[config.mk]
export PLATFORM = sky130hd
export DESIGN_NAME = msdc_top
export DESIGN_NICKNAME = d
export VERILOG_FILES = /design/src/design/msdc_scan.v /design/src/design/msdc_seg_reg.v /design/src/design/msdc_top.v
export VERILOG_INCLUDE_DIRS = /design/src /design/src/design
export SDC_FILE = /design/constraint.sdc
export NUM_CORES = 1
export LEC_CHECK = 0
export ABC_AREA = 0
export BUFFER_PORTS_ARGS = -buffer_cell sky130_fd_sc_hd__buf_2
export CAP_MARGIN = 20
export CORE_ASPECT_RATIO = 0.75
export CORE_MARGIN = 3
export CORE_UTILIZATION = 52
export CTS_CLUSTER_DIAMETER = 50
export CTS_CLUSTER_SIZE = 10
export DETAILED_ROUTE_END_ITERATION = 8
export GPL_TIMING_DRIVEN = 0
export PLACE_DENSITY = 0.75
export REMOVE_ABC_BUFFERS = 1
export SYNTH_ARGS = -nofsm -noshare
export SYNTH_HDL_FRONTEND = slang
export SYNTH_SLANG_ARGS = --single-unit
[constraint.sdc]
create_clock -name mclk_in -period 2.1 [get_ports mclk_in]
set_input_delay 0.21 -clock mclk_in [delete_from_list [all_inputs] [get_ports mclk_in]]
set_output_delay 0.21 -clock mclk_in [all_outputs]
set_load 0.02 [all_outputs]
[src/design/msdc_regs.vh]
`ifndef MSDC_REGS_VH
`define MSDC_REGS_VH

// Register indices on the two-bit digit address
`define MSDC_ADDR_DIGIT_ONE    2'h0
`define MSDC_ADDR_DIGIT_TWO    2'h1
`define MSDC_ADDR_DIGIT_THREE  2'h2
`define MSDC_ADDR_DIGIT_FOUR   2'h3

// Segment pattern layout
`define MSDC_SEG_WIDTH         8
`define MSDC_DP_BIT            7
`define MSDC_SEG_RESET         8'h00

// Scan timing
`define MSDC_CLK_PERIOD_NS     8
`define MSDC_STEP_TIME_NS      476000
`define MSDC_STEP_CYCLES       (`MSDC_STEP_TIME_NS / `MSDC_CLK_PERIOD_NS)
`define MSDC_BLANK_TIME_NS     10000
`define MSDC_BLANK_CYCLES      \
  ((`MSDC_BLANK_TIME_NS + `MSDC_CLK_PERIOD_NS - 1) / `MSDC_CLK_PERIOD_NS)

`endif

[src/design/msdc_scan.v]
`timescale 1ns/1ns
`include "msdc_regs.vh"

module msdc_scan #(
  parameter [31:0] STEP_CYCLES  = `MSDC_STEP_CYCLES,
  parameter [31:0] BLANK_CYCLES = `MSDC_BLANK_CYCLES
) (
  // Clock and reset
  input  wire       mclk_in,
  input  wire       srst_in,
  // Control
  input  wire       run_in,
  // Scan position
  output reg  [1:0] digit_out,
  output reg        blank_out
);

  reg [31:0] cnt;

  always @(posedge mclk_in) begin
    if (srst_in) begin
      cnt       <= 32'h0;
      digit_out <= 2'h0;
      blank_out <= 1'b1;
    end else if (run_in) begin
      if (cnt == STEP_CYCLES - 32'h1) begin
        cnt       <= 32'h0;
        digit_out <= digit_out + 2'h1;
        blank_out <= 1'b1;
      end else begin
        cnt <= cnt + 32'h1;
        if (cnt == BLANK_CYCLES - 32'h1) begin
          blank_out <= 1'b0;
        end
      end
    end else begin
      cnt       <= 32'h0;
      blank_out <= 1'b1;
    end
  end

endmodule // msdc_scan

[src/design/msdc_seg_reg.v]
`timescale 1ns/1ns
`include "msdc_regs.vh"

module msdc_seg_reg (
  // Clock and reset
  input  wire       mclk_in,
  input  wire       srst_in,
  // Write path
  input  wire       sel_in,
  input  wire [7:0] data_in,
  // Stored pattern
  output reg  [7:0] seg_out
);

  always @(posedge mclk_in) begin
    if (srst_in) begin
      seg_out <= `MSDC_SEG_RESET;
    end else if (sel_in) begin
      seg_out <= data_in;
    end
  end

endmodule // msdc_seg_reg

[src/design/msdc_top.v]
// How it works
// - Four separate 8-bit patterns, one per digit, every segment independent.
// - Eight data inputs including decimal point form the written digit byte.
// - Two-bit address 00..11 selects digit one through four.
// - Writes pass only while chip select and write strobe are both low.
// - Value held from the rising edge of select or strobe onward.
// - Internal free-running timer steps through stored patterns onto segments.
// - Direction low: digit lines pulsed one at a time, only shown one high.
// - Segments driven while enable low, released to high impedance when high.
// - Segment enable high does not stop the digit scan.
// - Direction high: digit lines become inputs and the scan stops.
// - Externally raised digit line selects that digit's pattern for output.
// - Follower devices track a master's digit lines for cascading.
// - Enable and direction high with all lines low: standby, nothing driven.
`timescale 1ns/1ns
`include "msdc_regs.vh"

module msdc_top #(
  parameter [31:0] STEP_CYCLES = `MSDC_STEP_CYCLES
) (
  // Clock and reset
  input  wire       mclk_in,
  input  wire       srst_in,
  // Processor write port
  input  wire       chip_sel_n_in,
  input  wire       write_n_in,
  input  wire       digit_addr_low_in,
  input  wire       digit_addr_high_in,
  input  wire [7:0] seg_data_in,
  // Output control
  input  wire       segment_drive_enable_n_in,
  input  wire       digit_direction_ctl_in,
  // Segment pins
  output reg  [7:0] seg_out,
  output reg  [7:0] seg_oe_out,
  // Digit pins, two-way
  input  wire [3:0] digit_line_in,
  output reg  [3:0] digit_line_out,
  output reg  [3:0] digit_line_oe_out,
  // Status
  output reg        standby_out
);

  wire [1:0] addr;
  wire       wr_open;
  wire [3:0] wr_sel;
  wire [7:0] pat0;
  wire [7:0] pat1;
  wire [7:0] pat2;
  wire [7:0] pat3;
  wire [1:0] scan_digit;
  wire       scan_blank;
  wire       scan_run;
  wire       standby;
  reg  [7:0] shown;
  reg        shown_valid;

  assign addr    = {digit_addr_high_in, digit_addr_low_in};
  assign wr_open = ~chip_sel_n_in & ~write_n_in;

  // Register follows data while open, holds once select or strobe rises
  assign wr_sel[0] = wr_open & (addr == `MSDC_ADDR_DIGIT_ONE);
  assign wr_sel[1] = wr_open & (addr == `MSDC_ADDR_DIGIT_TWO);
  assign wr_sel[2] = wr_open & (addr == `MSDC_ADDR_DIGIT_THREE);
  assign wr_sel[3] = wr_open & (addr == `MSDC_ADDR_DIGIT_FOUR);

  msdc_seg_reg u_reg0 (
    .mclk_in (mclk_in),
    .srst_in (srst_in),
    .sel_in  (wr_sel[0]),
    .data_in (seg_data_in),
    .seg_out (pat0)
  );
  msdc_seg_reg u_reg1 (
    .mclk_in (mclk_in),
    .srst_in (srst_in),
    .sel_in  (wr_sel[1]),
    .data_in (seg_data_in),
    .seg_out (pat1)
  );
  msdc_seg_reg u_reg2 (
    .mclk_in (mclk_in),
    .srst_in (srst_in),
    .sel_in  (wr_sel[2]),
    .data_in (seg_data_in),
    .seg_out (pat2)
  );
  msdc_seg_reg u_reg3 (
    .mclk_in (mclk_in),
    .srst_in (srst_in),
    .sel_in  (wr_sel[3]),
    .data_in (seg_data_in),
    .seg_out (pat3)
  );

  assign standby  = segment_drive_enable_n_in & digit_direction_ctl_in &
                    (digit_line_in == 4'h0);
  assign scan_run = ~digit_direction_ctl_in;

  msdc_scan #(
    .STEP_CYCLES  (STEP_CYCLES),
    .BLANK_CYCLES (`MSDC_BLANK_CYCLES)
  ) u_scan (
    .mclk_in   (mclk_in),
    .srst_in   (srst_in),
    .run_in    (scan_run),
    .digit_out (scan_digit),
    .blank_out (scan_blank)
  );

  // Choose the pattern to show
  always @* begin
    shown       = 8'h00;
    shown_valid = 1'b0;
    if (!digit_direction_ctl_in) begin
      shown_valid = 1'b1;
      case (scan_digit)
        2'h0: shown = pat0;
        2'h1: shown = pat1;
        2'h2: shown = pat2;
        2'h3: shown = pat3;
        default: shown = 8'h00;
      endcase
    end else begin
      shown_valid = 1'b1;
      case (digit_line_in)
        4'h1: shown = pat0;
        4'h2: shown = pat1;
        4'h4: shown = pat2;
        4'h8: shown = pat3;
        default: shown_valid = 1'b0;
      endcase
    end
  end

  // Output pins
  always @(posedge mclk_in) begin
    if (srst_in) begin
      seg_out           <= 8'h00;
      seg_oe_out        <= 8'h00;
      digit_line_out    <= 4'h0;
      digit_line_oe_out <= 4'h0;
      standby_out       <= 1'b0;
    end else begin
      standby_out <= standby;
      seg_out     <= shown_valid ? shown : 8'h00;
      if (segment_drive_enable_n_in) begin
        seg_oe_out <= 8'h00;
      end else begin
        seg_oe_out <= 8'hFF;
      end
      if (digit_direction_ctl_in) begin
        digit_line_out    <= 4'h0;
        digit_line_oe_out <= 4'h0;
      end else begin
        digit_line_oe_out <= 4'hF;
        digit_line_out    <= scan_blank ? 4'h0 :
                             (4'h1 << scan_digit);
      end
    end
  end

endmodule // msdc_top

==> results.json <==
{
  "cts_tree": "done",
  "hold-worst-slack_ns": 0.0531,
  "dp_hpwl_um": 6300,
  "reg2reg_setup_slack_ns": -0.02,
  "synthCells": 468,
  "rows": 26,
  "first_iter_violations": 344,
  "hp-start": "segment_drive_enable_n_in",
  "busiest_layer": "met2",
  "cts_inserted_buffers": 9,
  "reg2regPathDepth": 4,
  "hold_buffers": 0,
  "p_switching_uw": 676,
  "pwr-share-clk_pct": 39.5,
  "first_pass_iters": 5,
  "syn_area_per_cell_sq_um": 8.23,
  "vias": 3586,
  "crit_buf_inv": 0,
  "area_growth_pct": 16.2,
  "cp_slowest_cell": "or4_4",
  "synth_area_leaders": "dfxtp_1 43%, a21oi_1 7.9%, nand2_1 6.0%",
  "fin_crit_sh_pct": 101,
  "required_ns": 2.37,
  "swShare_pct": 23.2,
  "seq_power_share_pct": 54.3,
  "status": "finished, violations left",
  "leakagePower_uw": 0.00152,
  "cts.path.max_buffers": 2,
  "use_met2_pct": 36.1,
  "die_x_um": 105,
  "rsz0062_at_grt": "yes",
  "finClkSkew_ns": 0.00851,
  "place_congestion": 0.830,
  "track_usage_pct": 23.4,
  "io_pins": 45,
  "start_kind": "flop",
  "vdd_drop_max_uv": 434,
  "drive_gt1_share_pct": 21.1,
  "clk_latency_ns": 0.35,
  "path_cells": "or4bb_1, or4_4, or4_4, a21oi_2",
  "worstSetupPathType": "flop to flop",
  "cts_root_buffer": "clkbuf_8",
  "dieArea_sq_um": 8480,
  "combPwrFrac_pct": 6.2,
  "yosysTopAreaCell": "dfxtp_1",
  "wire_per_inst_um": 15.8,
  "detail-route-antenna-nets": 0,
  "antennaDiodeCount": 0,
  "timing.final.hold_violations": 0,
  "post-place-ws_ns": -0.527,
  "power_density_nw_per_um2": 652,
  "timing.rr.start": "u_scan.cnt[30]$_SDFF_PP0_",
  "routed_via_density": 5.89,
  "finalNetCount": 532,
  "drv_slew": 0,
  "yosysWarningCount": 0,
  "min_path_type": "input port to flop",
  "io_buffers": 44,
  "crit_arrival_ns": 2.39,
  "clock_sinks": 82,
  "setup_viol": 1,
  "clk_pin_slew_ns": 0.08,
  "synthDistinctLibCells": 37,
  "wl_um": 9640,
  "num-fill-cells": 610,
  "max_slew.worst_pin.slew_ns": 0.922,
  "fin_ws_ns": -0.0220,
  "p_int_uw": 2240,
  "die_h_um": 80.5,
  "holdPathEnd": "seg_oe_out[6]$_SDFF_PP0_",
  "ys_seq_area_share_pct": 42.6,
  "cp_common_cell": "or4_4",
  "end_kind": "flop",
  "r2r-end": "u_scan.digit_out[0]$_SDFFE_PP0P_",
  "yosysTopAreaCellShare_pct": 42.6,
  "fmax_ghz": 0.471,
  "slowest_delay_ns": 0.60,
  "yosys_register_bits": 82,
  "grt_pass1_wl_um": 15900,
  "core_sq_um": 6990,
  "slew_headroom_pct": 38.4,
  "synthesis.area_sq_um": 3850,
  "use_met3_pct": 6.67,
  "holdPathStages": 2,
  "htreeDepth": 3,
  "critPathTopFamily": "simple AND/OR/NAND/NOR gates",
  "grt_pass1_vias": 3298,
  "grt_overflow": 0,
  "start_util_pct": 55.0,
  "remaining_drc_errors": 0,
  "min_period_ns": 2.12,
  "use_met1_pct": 31.5,
  "violations": "negative setup slack",
  "cap_violations": 0,
  "worstPathMaxFanout": 4,
  "antenna_found_initial": 0,
  "grt_max_degree": 47
}
## sequential cells by signal (all words and copies together), names as in the netlist, 2 cells and up
signal,cells
u_scan.digit_out,2
u_reg1.seg_out,8
u_reg2.seg_out,8
digit_line_out,4
seg_out,8
u_reg3.seg_out,8
u_scan.cnt,32
u_reg0.seg_out,8
## power by group through the flow
| stage | combinational [uW] | sequential [uW] | clock [uW] |
|---|---|---|---|
| finish | 181 | 1590 | 1150 |
| global route | 196 | 1590 | 1250 |
| CTS | 175 | 1590 | 1180 |
| detailed placement | 172 | 1620 | 0 |
| global placement | 164 | 1620 | 0 |
| floorplan | 57.2 | 1640 | 0 |
## per-layer routing
| layer | vias up | routed length, um |
|---|---|---|
| li1 | 1759 | - |
| met5 | - | 0 |
| met3 | 14 | 883 |
| met4 | 0 | 147 |
| met1 | 1667 | 4290 |
| met2 | 146 | 4310 |
## synthesized netlist by cell type (all sizes together)
master / instances
dfxtp: 82
nand2: 62
a21oi: 61
nor2: 37
clkbuf: 21
nand3b: 17
o21ai: 17
buf: 16
or4: 16
and3: 14
nand3: 12
xnor2: 12
nor3: 11
inv: 10
nand4: 10
o31ai: 10
mux2i: 9
a222oi: 8
nor4: 8
ha: 6
or3: 6
and4: 4
nand2b: 3
xor2: 3
a31o: 2
nor2b: 2
o311ai: 2
or4bb: 2
and2: 1
nor4b: 1
o311a: 1
o41ai: 1
or2: 1
## layout make-up
class                      instances  area [sq um]  share of cell area [%]
sequential                        82          1670                    37.3
inverter                          10          37.5                   0.839
multi-input combinational        339          2060                    45.9
clock buffer                      12           155                    3.47
tap                               98           123                    2.74
timing repair buffer              64           384                    8.59
clock inverter                     4          50.0                    1.12
## per-stage QoR
stage	cells	total power [uW]	utilization (%)	cell area [sq um]	TNS [ns]
2_1_floorplan	431	1700	-	3670	-13.43
3_3_place_gp	573	1790	57.3	4010	-28.85
3_5_place_dp	575	1800	57.8	4040	-15.86
4_1_cts	603	2950	62.8	4390	-0.00395
5_1_grt	609	3040	64.0	4470	-0.0610
6_report	609	2920	64.0	4470	-0.0220
## cell usage in the layout (no fill, tap or decap), drive strengths merged, types with 11 or more instances in the layout
master   n
nand2   62
nor3    11
o21ai   17
dfxtp   82
buf     64
a21oi   61
xnor2   12
nand3b  17
and3    14
or4     16
clkbuf  12
nand3   12
nor2    37
## cells by family (layout without fill, tap and decap cells)
family | count (synthesis) | count (layout) | share of synthesized area, %
xor gates and xnor gates | 15 | 15 | 3.41
buffers and inverters | 47 | 90 | 5.72
muxes | 9 | 9 | 2.34
AOI/OAI and AO/OA | 102 | 102 | 15.7
adders and majority gates | 6 | 6 | 1.95
and+or+nand+nor | 207 | 207 | 28.3
DFF | 82 | 82 | 42.6
## how the worst max path moves through the flow
stage,start,to,slack (ns),cells after the start
6_report,u_scan.cnt[30]$_SDFF_PP0_,u_scan.digit_out[0]$_SDFFE_PP0P_,-0.02,4
5_1_grt,u_scan.cnt[27]$_SDFF_PP0_,u_scan.digit_out[0]$_SDFFE_PP0P_,-0.06,4
4_1_cts,u_scan.cnt[3]$_SDFF_PP0_,u_scan.cnt[27]$_SDFF_PP0_,-0.004,4
3_5_place_dp,u_scan.cnt[0]$_SDFF_PP0_,u_scan.cnt[7]$_SDFF_PP0_,-0.53,6
3_3_place_gp,u_scan.cnt[0]$_SDFF_PP0_,u_scan.cnt[9]$_SDFF_PP0_,-0.91,5
2_1_floorplan,u_scan.cnt[0]$_SDFF_PP0_,u_scan.cnt[10]$_SDFF_PP0_,-0.43,5
## timing repair
action,CTS,global route
pin swaps,7,6
endpoints found under the setup margin,35,34
resized for setup,18,14
buffers inserted,12,6
hold endpoints to repair,0,0
Power figures use the tool's default switching activity.
